$ cat config.mk
export PLATFORM = sky130hd
export DESIGN_NAME = tcf_top
export DESIGN_NICKNAME = d
export VERILOG_FILES = /design/src/rtl/tcf_pkg.sv /design/src/rtl/tcf_top.sv
export SDC_FILE = /design/constraint.sdc
export NUM_CORES = 1
export LEC_CHECK = 0
export BUFFER_PORTS_ARGS = -buffer_cell sky130_fd_sc_hd__buf_2
export CORE_ASPECT_RATIO = 1.5
export CORE_MARGIN = 1.5
export CORE_UTILIZATION = 37
export DETAILED_ROUTE_END_ITERATION = 8
export HOLD_SLACK_MARGIN = 0.06
export PLACE_DENSITY = 0.67
export SLEW_MARGIN = 20
export SYNTH_ARGS = -nofsm -noshare
export SYNTH_HDL_FRONTEND = slang
export SYNTH_SLANG_ARGS = --single-unit
$ cat constraint.sdc
create_clock -name hclk -period 5.4 [get_ports hclk]
set_input_delay 1.08 -clock hclk [delete_from_list [all_inputs] [get_ports hclk]]
set_output_delay 1.08 -clock hclk [all_outputs]
set_load 0.02 [all_outputs]
$ cat src/rtl/tcf_pkg.sv
// tool changer fault interlock: register map, flag layout, timing constants
// assumes a 100 MHz module clock and an ahb-lite master on the register side
//
// Function
// valve b drive short latches until power cycle
// lock conflict follows both piston sensors active
// overpressure flag cleared by clear or recovery
// underpressure flag cleared by clear or recovery
// uncouple command compares proximity sensors immediately
// disagree clears on fresh uncouple after clear
// safety fault latches, drops and blocks uncouple
// identity timeout after coupling or lost identity
// identity timeout clears on tool present rise
// couple only when every precondition holds
// refused couple sets unsafe couple flag
// unpermitted uncouple sets flag, drops output
// uncouple high after reset flags unsafe uncouple
// unsafe uncouple clears on fresh permitted command; here only a fault clear does, as next_permitted needs all flags low
// valve fault sets flag and system unsafe
// pressure sensor open asserts its flag
// persistent open pressure sensor sets system unsafe
// safety faults set system unsafe flag
// system unsafe freezes couple and uncouple outputs; here a safety fault still drops uncouple_drive while frozen
// uncouple permitted needs all listed conditions
// health bit high with no blocking error
// other fault flags stay set until cleared
package tcf_pkg;

   // register byte offsets
   localparam logic [7:0] TCF_CTRL_OFS   = 8'h00;
   localparam logic [7:0] TCF_FLAGS_OFS  = 8'h04;
   localparam logic [7:0] TCF_STATE_OFS  = 8'h08;

   // control register: write 1 to request a fault clear
   localparam int TCF_CTRL_CLEAR_BIT = 0;

   // fault flag positions in the flags register
   localparam int TCF_FLAG_WIDTH        = 12;
   localparam int TCF_F_VALVE_B_SHORT   = 0;
   localparam int TCF_F_LOCK_CONFLICT   = 1;
   localparam int TCF_F_OVERPRESSURE    = 2;
   localparam int TCF_F_UNDERPRESSURE   = 3;
   localparam int TCF_F_PROX_DISAGREE   = 4;
   localparam int TCF_F_SAFETY_FAULT    = 5;
   localparam int TCF_F_TOOL_ID_TIMEOUT = 6;
   localparam int TCF_F_UNSAFE_COUPLE   = 7;
   localparam int TCF_F_UNSAFE_UNCOUPLE = 8;
   localparam int TCF_F_VALVE_FAULT     = 9;
   localparam int TCF_F_PRESSURE_OPEN   = 10;
   localparam int TCF_F_SYSTEM_UNSAFE   = 11;

   // state register bit positions
   localparam int TCF_S_COUPLE_DRIVE   = 0;
   localparam int TCF_S_UNCOUPLE_DRIVE = 1;
   localparam int TCF_S_HEALTH         = 2;
   localparam int TCF_S_PERMITTED      = 3;
   localparam int TCF_S_TOOL_PRESENT   = 4;
   localparam int TCF_S_ID_VALID       = 5;

   // reset values
   localparam logic [TCF_FLAG_WIDTH-1:0] TCF_FLAGS_RST = 12'h000;
   localparam logic [31:0]               TCF_RDATA_RST = 32'h0000_0000;

   // timing
   localparam int TCF_CLK_KHZ          = 100000;
   localparam int TCF_TOOL_ID_MS       = 250;
   localparam int TCF_TOOL_ID_CYCLES   = TCF_TOOL_ID_MS * TCF_CLK_KHZ;
   localparam int TCF_PRESS_OPEN_MS    = 10;
   localparam int TCF_PRESS_OPEN_CYCLES = TCF_PRESS_OPEN_MS * TCF_CLK_KHZ;
   localparam int TCF_STARTUP_CYCLES   = 4;
   localparam int TCF_SYNC_WIDTH       = 23;

endpackage : tcf_pkg

$ cat src/rtl/tcf_top.sv
// tool changer fault interlock: pin synchronisers, fault flags, command gating
// and an ahb-lite register slave; all pins are asynchronous to hclk
//
// Local design decisions: the address map and the AHB-Lite slave port.
`timescale 1ns/10ps
`default_nettype none

module tcf_top
   import tcf_pkg::*;
#(
   parameter int unsigned TOOL_ID_CYCLES    = TCF_TOOL_ID_CYCLES,
   parameter int unsigned PRESS_OPEN_CYCLES = TCF_PRESS_OPEN_CYCLES
)
(
   input  wire logic        hclk,
   input  wire logic        hresetn,
   input  wire logic        hsel,
   input  wire logic [31:0] haddr,
   input  wire logic [1:0]  htrans,
   input  wire logic        hwrite,
   input  wire logic [2:0]  hsize,
   input  wire logic [31:0] hwdata,
   input  wire logic        hready,
   output logic [31:0]      hrdata,
   output logic             hreadyout,
   output logic             hresp,
   input  wire logic        valve_b_short_in,
   input  wire logic        engaged_sensor,
   input  wire logic        retracted_sensor,
   input  wire logic        pressure_above_range,
   input  wire logic        pressure_below_range,
   input  wire logic        proximity_sensor_a,
   input  wire logic        proximity_sensor_b,
   input  wire logic        safety_fault_in,
   input  wire logic        tool_identity_valid,
   input  wire logic        tool_present,
   input  wire logic        input_supply_present,
   input  wire logic        output_supply_present,
   input  wire logic        safety_channel_a,
   input  wire logic        safety_channel_b,
   input  wire logic        relay_a_feedback,
   input  wire logic        relay_b_feedback,
   input  wire logic        valve_a_fault_in,
   input  wire logic        valve_b_fault_in,
   input  wire logic        pressure_sensor_open,
   input  wire logic        processor_link_loss,
   input  wire logic        cross_check_mismatch,
   input  wire logic        couple_command,
   input  wire logic        uncouple_command,
   output logic             couple_drive,
   output logic             uncouple_drive,
   output logic             overall_health_bit,
   output logic             uncouple_permitted,
   output logic             system_unsafe_flag
);

   // synchroniser stages and filtered pin levels
   logic [TCF_SYNC_WIDTH-1:0] sync_1;
   logic [TCF_SYNC_WIDTH-1:0] sync_2;
   logic [TCF_SYNC_WIDTH-1:0] sync_3;
   logic [TCF_SYNC_WIDTH-1:0] pins;
   logic [TCF_SYNC_WIDTH-1:0] pins_prev;
   logic                      s_short;
   logic                      s_engaged;
   logic                      s_retracted;
   logic                      s_press_hi;
   logic                      s_press_lo;
   logic                      s_prox_a;
   logic                      s_prox_b;
   logic                      s_safety;
   logic                      s_id_valid;
   logic                      s_tool_present;
   logic                      s_supply_in;
   logic                      s_supply_out;
   logic                      s_chan_a;
   logic                      s_chan_b;
   logic                      s_relay_a;
   logic                      s_relay_b;
   logic                      s_valve_a;
   logic                      s_valve_b;
   logic                      s_press_open;
   logic                      s_link_loss;
   logic                      s_cross;
   logic                      s_couple_cmd;
   logic                      s_uncouple_cmd;
   logic                      p_tool_present;
   logic                      p_couple_cmd;
   logic                      p_uncouple_cmd;

   // flags, bus and sequencing state
   logic [TCF_FLAG_WIDTH-1:0] flags;
   logic [2:0]                start_cnt;
   logic                      start_done;
   logic                      start_edge;
   logic                      couple_rise;
   logic                      uncouple_rise;
   logic                      tool_present_rise;
   logic                      couple_ok;
   logic                      next_permitted;
   logic                      fault_clear;
   logic                      clear_armed;
   logic                      id_seen;
   logic                      id_set;
   logic [24:0]               id_cnt;
   logic [19:0]               open_cnt;
   logic                      open_persist;
   logic                      wr_pend;
   logic [7:0]                wr_addr;
   logic                      bus_take;

   // filter: a level change counts once stages two and three agree
   function automatic logic [TCF_SYNC_WIDTH-1:0] agree_filter(
      input logic [TCF_SYNC_WIDTH-1:0] s2,
      input logic [TCF_SYNC_WIDTH-1:0] s3,
      input logic [TCF_SYNC_WIDTH-1:0] held
   );
      agree_filter = (s3 & ~(s2 ^ s3)) | (held & (s2 ^ s3));
   endfunction : agree_filter

   // read data for a register offset
   function automatic logic [31:0] read_word(
      input logic [7:0] ofs,
      input logic [31:0] flag_word,
      input logic [31:0] state_word
   );
      if (ofs == TCF_FLAGS_OFS)
      begin
         read_word = flag_word;
      end
      else if (ofs == TCF_STATE_OFS)
      begin
         read_word = state_word;
      end
      else
      begin
         read_word = TCF_RDATA_RST; // control reads zero, unmapped reads zero
      end
   endfunction : read_word

   // three-stage synchronisers for every pin input
   always_ff @(posedge hclk or negedge hresetn)
   begin
      if (!hresetn)
      begin
         sync_1 <= '0;
         sync_2 <= '0;
         sync_3 <= '0;
         pins   <= '0;
      end
      else
      begin
         sync_1 <= {valve_b_short_in, engaged_sensor, retracted_sensor,
                    pressure_above_range, pressure_below_range,
                    proximity_sensor_a, proximity_sensor_b, safety_fault_in,
                    tool_identity_valid, tool_present, input_supply_present,
                    output_supply_present, safety_channel_a, safety_channel_b,
                    relay_a_feedback, relay_b_feedback, valve_a_fault_in,
                    valve_b_fault_in, pressure_sensor_open, processor_link_loss,
                    cross_check_mismatch, couple_command, uncouple_command};
         sync_2 <= sync_1;
         sync_3 <= sync_2;
         pins   <= agree_filter(sync_2, sync_3, pins);
      end
   end

   assign {s_short, s_engaged, s_retracted, s_press_hi, s_press_lo, s_prox_a, s_prox_b,
           s_safety, s_id_valid, s_tool_present, s_supply_in, s_supply_out, s_chan_a,
           s_chan_b, s_relay_a, s_relay_b, s_valve_a, s_valve_b, s_press_open,
           s_link_loss, s_cross, s_couple_cmd, s_uncouple_cmd} = pins;
   assign {p_tool_present, p_couple_cmd, p_uncouple_cmd} =
          {pins_prev[13], pins_prev[1], pins_prev[0]};

   // startup: hold off edge detection until the synchronisers have settled
   always_ff @(posedge hclk or negedge hresetn)
   begin
      if (!hresetn)
      begin
         start_cnt  <= '0;
         start_done <= 1'b0;
         pins_prev  <= '0;
      end
      else
      begin
         pins_prev <= pins;
         if (!start_done)
         begin
            start_cnt  <= start_cnt + 3'd1;
            start_done <= (start_cnt == 3'(TCF_STARTUP_CYCLES));
         end
      end
   end

   // in the first cycle that the filter shows the pins, so a held command is seen
   // here and pins_prev already holds the true level when edge detection starts
   assign start_edge        = (start_cnt == 3'(TCF_STARTUP_CYCLES)) && !start_done;
   assign couple_rise       = start_done && s_couple_cmd && !p_couple_cmd;
   assign uncouple_rise     = start_done && s_uncouple_cmd && !p_uncouple_cmd;
   assign tool_present_rise = start_done && s_tool_present && !p_tool_present;

   // gating conditions for the two commands
   assign couple_ok = !s_uncouple_cmd && s_supply_in && s_supply_out && !s_engaged
                      && !flags[TCF_F_OVERPRESSURE] && !flags[TCF_F_UNDERPRESSURE]
                      && s_prox_a && s_prox_b && !system_unsafe_flag;
   assign next_permitted = (flags == TCF_FLAGS_RST) && s_supply_in && s_supply_out
                           && !s_press_hi && !s_press_lo && !s_retracted
                           && !couple_drive && s_chan_a && s_chan_b
                           && s_relay_a && s_relay_b;

   // ahb-lite slave: zero wait states, always okay
   assign bus_take = hsel && htrans[1] && hready;

   always_ff @(posedge hclk or negedge hresetn)
   begin
      if (!hresetn)
      begin
         hrdata    <= TCF_RDATA_RST;
         hreadyout <= 1'b1;
         hresp     <= 1'b0;
         wr_pend   <= 1'b0;
         wr_addr   <= '0;
      end
      else
      begin
         hreadyout <= 1'b1;
         hresp     <= 1'b0;
         wr_pend   <= bus_take && hwrite;
         wr_addr   <= haddr[7:0];
         if (bus_take && !hwrite && (haddr[31:8] == 24'h00_0000))
         begin
            hrdata <= read_word(haddr[7:0], {20'h0_0000, flags},
                                {26'h000_0000, s_id_valid, s_tool_present,
                                 uncouple_permitted, overall_health_bit,
                                 uncouple_drive, couple_drive});
         end
         else
         begin
            hrdata <= TCF_RDATA_RST;
         end
      end
   end

   // fault clear pulse from a write of one to the control register
   always_ff @(posedge hclk or negedge hresetn)
   begin
      if (!hresetn)
      begin
         fault_clear <= 1'b0;
      end
      else
      begin
         fault_clear <= wr_pend && (wr_addr == TCF_CTRL_OFS)
                        && hwdata[TCF_CTRL_CLEAR_BIT];
      end
   end

   // tool identity watch: timer runs from coupling until an identity arrives
   assign id_set = (s_engaged && !id_seen && (id_cnt == 25'(TOOL_ID_CYCLES - 1)))
                   || (s_engaged && id_seen && !s_id_valid);

   always_ff @(posedge hclk or negedge hresetn)
   begin
      if (!hresetn)
      begin
         id_seen <= 1'b0;
         id_cnt  <= '0;
      end
      else if (!s_engaged)
      begin
         id_seen <= 1'b0;
         id_cnt  <= '0;
      end
      else
      begin
         id_seen <= id_seen || s_id_valid;
         if (!id_seen && !s_id_valid && (id_cnt != 25'(TOOL_ID_CYCLES - 1)))
         begin
            id_cnt <= id_cnt + 25'd1;
         end
      end
   end

   // open pressure sensor persistence timer
   always_ff @(posedge hclk or negedge hresetn)
   begin
      if (!hresetn)
      begin
         open_cnt     <= '0;
         open_persist <= 1'b0;
      end
      else if (!s_press_open)
      begin
         open_cnt <= '0;
      end
      else if (open_cnt == 20'(PRESS_OPEN_CYCLES - 1))
      begin
         open_persist <= 1'b1;
      end
      else
      begin
         open_cnt <= open_cnt + 20'd1;
      end
   end

   // arm the proximity disagree clear on a fault clear request
   always_ff @(posedge hclk or negedge hresetn)
   begin
      if (!hresetn)
      begin
         clear_armed <= 1'b0;
      end
      else if (fault_clear)
      begin
         clear_armed <= 1'b1;
      end
      else if (uncouple_rise)
      begin
         clear_armed <= 1'b0;
      end
   end

   // fault flags: a setting cause always wins over a clear in the same cycle
   always_ff @(posedge hclk or negedge hresetn)
   begin
      if (!hresetn)
      begin
         flags <= TCF_FLAGS_RST;
      end
      else
      begin
         flags[TCF_F_VALVE_B_SHORT] <= flags[TCF_F_VALVE_B_SHORT] || s_short;
         flags[TCF_F_LOCK_CONFLICT] <= s_engaged && s_retracted;
         flags[TCF_F_OVERPRESSURE]  <= s_press_hi
            || (flags[TCF_F_OVERPRESSURE] && !fault_clear && s_press_hi);
         flags[TCF_F_UNDERPRESSURE] <= s_press_lo
            || (flags[TCF_F_UNDERPRESSURE] && !fault_clear && s_press_lo);
         flags[TCF_F_PROX_DISAGREE] <= (uncouple_rise && (s_prox_a != s_prox_b))
            || (flags[TCF_F_PROX_DISAGREE]
                && !(uncouple_rise && clear_armed));
         flags[TCF_F_SAFETY_FAULT]  <= flags[TCF_F_SAFETY_FAULT] || s_safety;
         flags[TCF_F_TOOL_ID_TIMEOUT] <= id_set
            || (flags[TCF_F_TOOL_ID_TIMEOUT] && !tool_present_rise);
         flags[TCF_F_UNSAFE_COUPLE] <= (couple_rise && !couple_ok)
            || (flags[TCF_F_UNSAFE_COUPLE] && !fault_clear
                && !(couple_rise && couple_ok));
         flags[TCF_F_UNSAFE_UNCOUPLE] <= (uncouple_rise && !next_permitted)
            || (start_edge && s_uncouple_cmd)
            || (flags[TCF_F_UNSAFE_UNCOUPLE] && !fault_clear
                && !(uncouple_rise && next_permitted));
         flags[TCF_F_VALVE_FAULT]   <= flags[TCF_F_VALVE_FAULT]
                                       || s_valve_a || s_valve_b;
         flags[TCF_F_PRESSURE_OPEN] <= s_press_open
            || (flags[TCF_F_PRESSURE_OPEN] && !fault_clear);
         flags[TCF_F_SYSTEM_UNSAFE] <= flags[TCF_F_SYSTEM_UNSAFE] || s_link_loss
            || s_cross || s_safety || s_valve_a || s_valve_b
            || open_persist;
      end
   end

   // couple output: driven on an accepted command edge, frozen while unsafe
   always_ff @(posedge hclk or negedge hresetn)
   begin
      if (!hresetn)
      begin
         couple_drive <= 1'b0;
      end
      else if (system_unsafe_flag)
      begin
         couple_drive <= couple_drive;
      end
      else if (couple_rise)
      begin
         couple_drive <= couple_ok;
      end
      else if (!s_couple_cmd)
      begin
         couple_drive <= 1'b0;
      end
   end

   // uncouple output: a safety fault drops it even when the outputs are frozen
   always_ff @(posedge hclk or negedge hresetn)
   begin
      if (!hresetn)
      begin
         uncouple_drive <= 1'b0;
      end
      else if (s_safety)
      begin
         uncouple_drive <= 1'b0;
      end
      else if (system_unsafe_flag)
      begin
         uncouple_drive <= uncouple_drive;
      end
      else if (uncouple_rise)
      begin
         uncouple_drive <= next_permitted;
      end
      else if (!s_uncouple_cmd)
      begin
         uncouple_drive <= 1'b0;
      end
   end

   // status outputs
   always_ff @(posedge hclk or negedge hresetn)
   begin
      if (!hresetn)
      begin
         overall_health_bit <= 1'b0;
         uncouple_permitted <= 1'b0;
      end
      else
      begin
         overall_health_bit <= (flags == TCF_FLAGS_RST);
         uncouple_permitted <= next_permitted;
      end
   end

   assign system_unsafe_flag = flags[TCF_F_SYSTEM_UNSAFE];
endmodule : tcf_top

`default_nettype wire

# Word level (Yosys, flattened, before mapping)
# Cells that the tools add are included.
word_totals:
  in_bits: 97
  regBits: 216
  output_inout_bits: 39
  word_cells: 166
op_classes:
  n_bitwise: 6
  n_reduce_logical: 107
  mux: 17
  n_eq_ne: 12
  n_addsub: 3
op_table:
  columns: ["operator", "count"]
  rows:
  - ["1-bit logical AND", 57]
  - ["25-bit 2-to-1 mux", 2]
  - ["23-bit AND", 2]
  - ["20-bit 2-to-1 mux", 2]
  - ["32-bit 2-to-1 mux", 1]
  - ["25-bit by 1-bit adder with 25-bit output, second input constant", 1]
  - ["25-bit equality test, second input constant", 1]
  - ["25-bit != test, second input constant", 1]
  - ["24-bit zero test", 1]
  - ["1-bit zero test", 23]
  - ["23-bit NOT", 1]
  - ["23-bit OR", 1]
  - ["23-bit XOR", 1]
  - ["20-bit by 1-bit adder with 20-bit output, second input constant", 1]
  - ["20-bit equality test, second input constant", 1]
  - ["1-bit logical OR", 20]
  - ["12-bit zero test", 1]
  - ["12-bit 2-to-1 mux", 1]
  - ["1-bit 2-to-1 mux", 10]
  - ["8-bit by 3-bit equality test with 1-bit output, second input constant", 1]
  - ["8-bit by 4-bit equality test with 1-bit output, second input constant", 1]
  - ["8-bit zero test", 1]
  - ["6-bit 2-to-1 mux", 1]
  - ["2-bit AND reduction", 3]
  - ["8 further kinds", 10]

# Depth between registers and ports, before layout
logic_depth:
  ltp_word: 15
  ltp_mapped: 8
  ltp_nobuf: 6

# Worst setup path before layout
# Ideal clock, no wire load.
synth_timing:
  path_kind: "input-to-reg"
  startpoint: "in haddr[5]"
  endpoint: "reg hrdata[11]"
  stages: 5
  required_ps: 5333
  arrival_ps: 2264
  setup_time_ps: 67
  path_slack_ps: 3069
  cell_sequence: "nor4_1 -> nand2_1 -> nor3b_1 -> and2b_1 -> and2_1"
synth_between:
  elab_chain_cells: 3
synth_rtl:
  columns: ["element", "line", "text"]
  rows:
  - ["start: declaration", "tcf_top.sv:18", "input wire logic [31:0] haddr,"]
  - ["8-bit by 3-bit equality test with 1-bit output", "tcf_top.sv:126", "if (ofs == TCF_FLAGS_OFS)"]
  - ["12-bit 2-to-1 mux", "tcf_top.sv:126", null]
  - ["32-bit 2-to-1 mux", "tcf_top.sv:228", "if (bus_take && !hwrite && (haddr[31:8] == 24'h00_0000))"]
  - ["end signal: assignment", "tcf_top.sv:230", "hrdata <= read_word(haddr[7:0], {20'h0_0000, flags},"]
  - ["end: declaration", "tcf_top.sv:24", "output logic [31:0] hrdata,"]
# Every way passes these cells.
# A chain may end at the register's enable or synchronous reset.

# Final worst setup path
layout_timing:
  startpoint: "in haddr[5]"
  endpoint: "reg hrdata[8]"
# The elaborated chain is that of the path after synthesis.

==> results_dict.tcl <==
set metrics [dict create \
    outcome "completed" \
    crit_path_max_incr_delay_ns 0.69 \
    slew_headroom_pct 30.4 \
    synth_top_family_by_area "simple AND/OR/NAND/NOR gates" \
    fin_nets 724 \
    hold-worst-slack_ns 0.346 \
    portBuffers 78 \
    post_cts_resize_count 0 \
    finalHoldViolCount 0 \
    worst_slack_ns 2.87 \
    num_vias 4145 \
    worst_ep_arrival_time_ns 2.89 \
    hp-class "reg2reg" \
    period_minus_slack_ns 2.53 \
    criticalPathCategory "in2reg" \
    synth_edf_count 0 \
    syn_area_per_cell_um2 12.9 \
    syn_area_um2 6950 \
    async_reset_ff_share_pct 100 \
    post-route-util_pct 44.2 \
    crit_fanout 7 \
    drv_slew 0 \
    dp_slack_ns 2.36 \
    synthMuxAreaShare_pct 0.450 \
    finalPower_mw 2.90 \
    drt-total-wl_mm 12.3 \
    routed_via_density 4.67 \
    end_kind "register" \
    met3_length_um 477 \
    pin_count 136 \
    rsz0062_at_grt "no" \
    grt_pass1_vias 4406 \
    wl_met1_mm 5.28 \
    synth_xor_area_share_pct 3.65 \
    syn_to_final_growth_pct 17.4 \
    ir_worst_vdd_uv 236 \
    postPlaceCellArea_um2 7550 \
    ys.warnings.count 0 \
    cap_violations 0 \
    fin_skew_ns 0.00664 \
    grt_overflow_total 0 \
    cts_tree "done" \
    grt_max_degree 186 \
    grt_pass1_wl_mm 20.8 \
    antenna_found_initial 0 \
    dominantRegCellSynth "dfrtp_1" \
    hpwl_mm 8.42 \
    synthAdderAreaFrac_pct 4.03 \
    tightestPinTransition_ns 1.04 \
    diodes 0 \
    synth_compound_area_share_pct 4.84 \
    slowest_stage "nor3b_1" \
    cp.required_ns 5.76 \
    tns_ns 0 \
    drive_gt1_share_pct 18.9 \
    syn_inst 538 \
    met2_length_mm 6.11 \
    cts_setup_buffers 0 \
    routedWlPerCell_um 13.8 \
    cts_hold_buf 0 \
    highest_layer "met4" \
    synth-seq-cells 185 \
    dp_cells 856 \
    grt_usage_pct 13.6 \
    fin_crit_sh_pct 46.8 \
    cts_root_buf "clkbuf_16" \
    start_util_pct 37.7 \
    die_w_um 115 \
    fp.dieArea_um2 19600 \
    drt_iter0_drc 287 \
    die_h_um 171 \
    cts_buffers 17 \
    path_clk_slew_ns 0.07 \
    seq_area_frac_synth_pct 66.6 \
    synthSimpleGateAreaFrac_pct 16.5 \
    htree_levels 4 \
    fp-row-count 61 \
    clock_path_buffers 2 \
    max_freq_ghz 0.395 \
    core_um2 18500 \
    insertion_delay_ns 0.43 \
    power_density_nw_per_um2 355 \
    drt_drc_violations_left 0 \
    crit_chain "buf_2 -> nor4_1 -> nand2_1 -> nor3b_1 -> and2b_1 -> and2_1" \
    nFillCells 1720 \
    dr.pass1.iters 4 \
    ant_nets 0 \
    setup_viol 0 \
    leakagePower_nw 3.59 \
    cts.sinks 185 \
    gp_congestion 0.817 \
    startpoint_type "input pin" \
    synth.distinct_cells 49 \
    instances_no_fill 888 \
    design_area_um2 8170 \
]
==> path summary, 6_finish.rpt <==
check,start,to,slack (ns),cells after the start
max,haddr[5],hrdata[8],2.87,6
min,sync_1[18],sync_2[18],0.35,0
max reg2reg,id_cnt[0],id_cnt[0],3.28,6
min reg2reg,sync_1[18],sync_2[18],0.35,0
max in group asynchronous,hresetn,id_seen,3.82,2
min in group asynchronous,hresetn,open_cnt[18],0.74,2
==> cell usage after synthesis (3+ instances only) <==
cell | count | share of area [%]
nor2_1 | 20 | 1.1
nand2_1 | 26 | 1.4
nand4_1 | 16 | 1.4
a21o_1 | 3 | 0.32
dfrtp_1 | 185 | 67
or3_1 | 9 | 0.81
or2_2 | 4 | 0.36
and2_1 | 35 | 3.1
and4_1 | 7 | 0.88
nor3_1 | 9 | 0.65
clkbuf_1 | 9 | 0.49
a21boi_1 | 5 | 0.54
nand3_1 | 25 | 1.8
o31ai_1 | 4 | 0.43
a21oi_1 | 3 | 0.22
buf_4 | 22 | 2.4
nor4_1 | 13 | 1.2
maj3_1 | 23 | 3.3
a21boi_0 | 7 | 0.76
nand3b_1 | 3 | 0.32
nand2b_1 | 4 | 0.36
or4_1 | 3 | 0.32
inv_1 | 14 | 0.76
ha_1 | 4 | 0.72
o21ai_0 | 17 | 1.2
xnor2_1 | 27 | 3.4
and3_1 | 5 | 0.45
a22oi_1 | 6 | 0.65
==> cell families (layout without fill, tap and decap cells) <==
| family | count (synthesis) | after routing |
|---|---|---|
| buffers and inverters | 47 | 125 |
| other | 2 | 22 |
| adders and majority gates | 27 | 27 |
| AOI/OAI and AO/OA | 50 | 50 |
| xor gates and xnor gates | 29 | 29 |
| DFF | 185 | 185 |
| muxes | 3 | 3 |
| and+or+nand+nor | 195 | 195 |
==> worst max-delay path, delay by kind of cell <==
| kind | cells | cell delay, ns |
|---|---|---|
| and+or+nand+nor | 5 | 1.71 |
| buffers and inverters | 1 | 0.10 |
==> report_power, final <==
part           total, mW  switching (mW)  leakage [nW]  internal, mW
sequential          1.50          0.0497          2.28          1.45
clock               1.28           0.518         0.298         0.759
combinational      0.122          0.0721          1.01        0.0500
total               2.90           0.639          3.59          2.26
==> cell type report <==
type                            count  area [um2]  share of cell area (%)
Sequential cell                   185        4630                    56.7
Multi-Input combinational cell    326        2130                    26.1
Clock buffer                       20         457                    5.59
Timing Repair Buffer               79         417                    5.10
Tap cell                          252         315                    3.86
Clock inverter                     12         163                    1.99
Inverter                           14        52.6                   0.644
==> per-layer routing <==
metal / vias up / global-route usage, %
met3: 24 / 3.47
met5: - / 0
met4: 0 / 7.35
met1: 2040 / 16.4
met2: 81 / 22.3
li1: 2000 / -
==> layout by cell type (no fill, tap or decap), types with 4 or more instances in the layout <==
master       n
dfrtp_1    185
xnor2_1     27
buf_2       77
and2_1      35
ha_1         4
nor4_1      13
maj3_1      23
and4_1       7
conb_1      22
inv_6        4
a22oi_1      6
nand2b_1     4
nand4_1     16
clkbuf_16   17
nand2_1     26
o31ai_1      4
a21boi_0     7
and3_1       5
nor3_1       9
or2_2        4
a21boi_1     5
or3_1        9
o21ai_0     17
nand3_1     25
nor2_1      20
inv_1       14
Power figures use the tool's default switching activity.
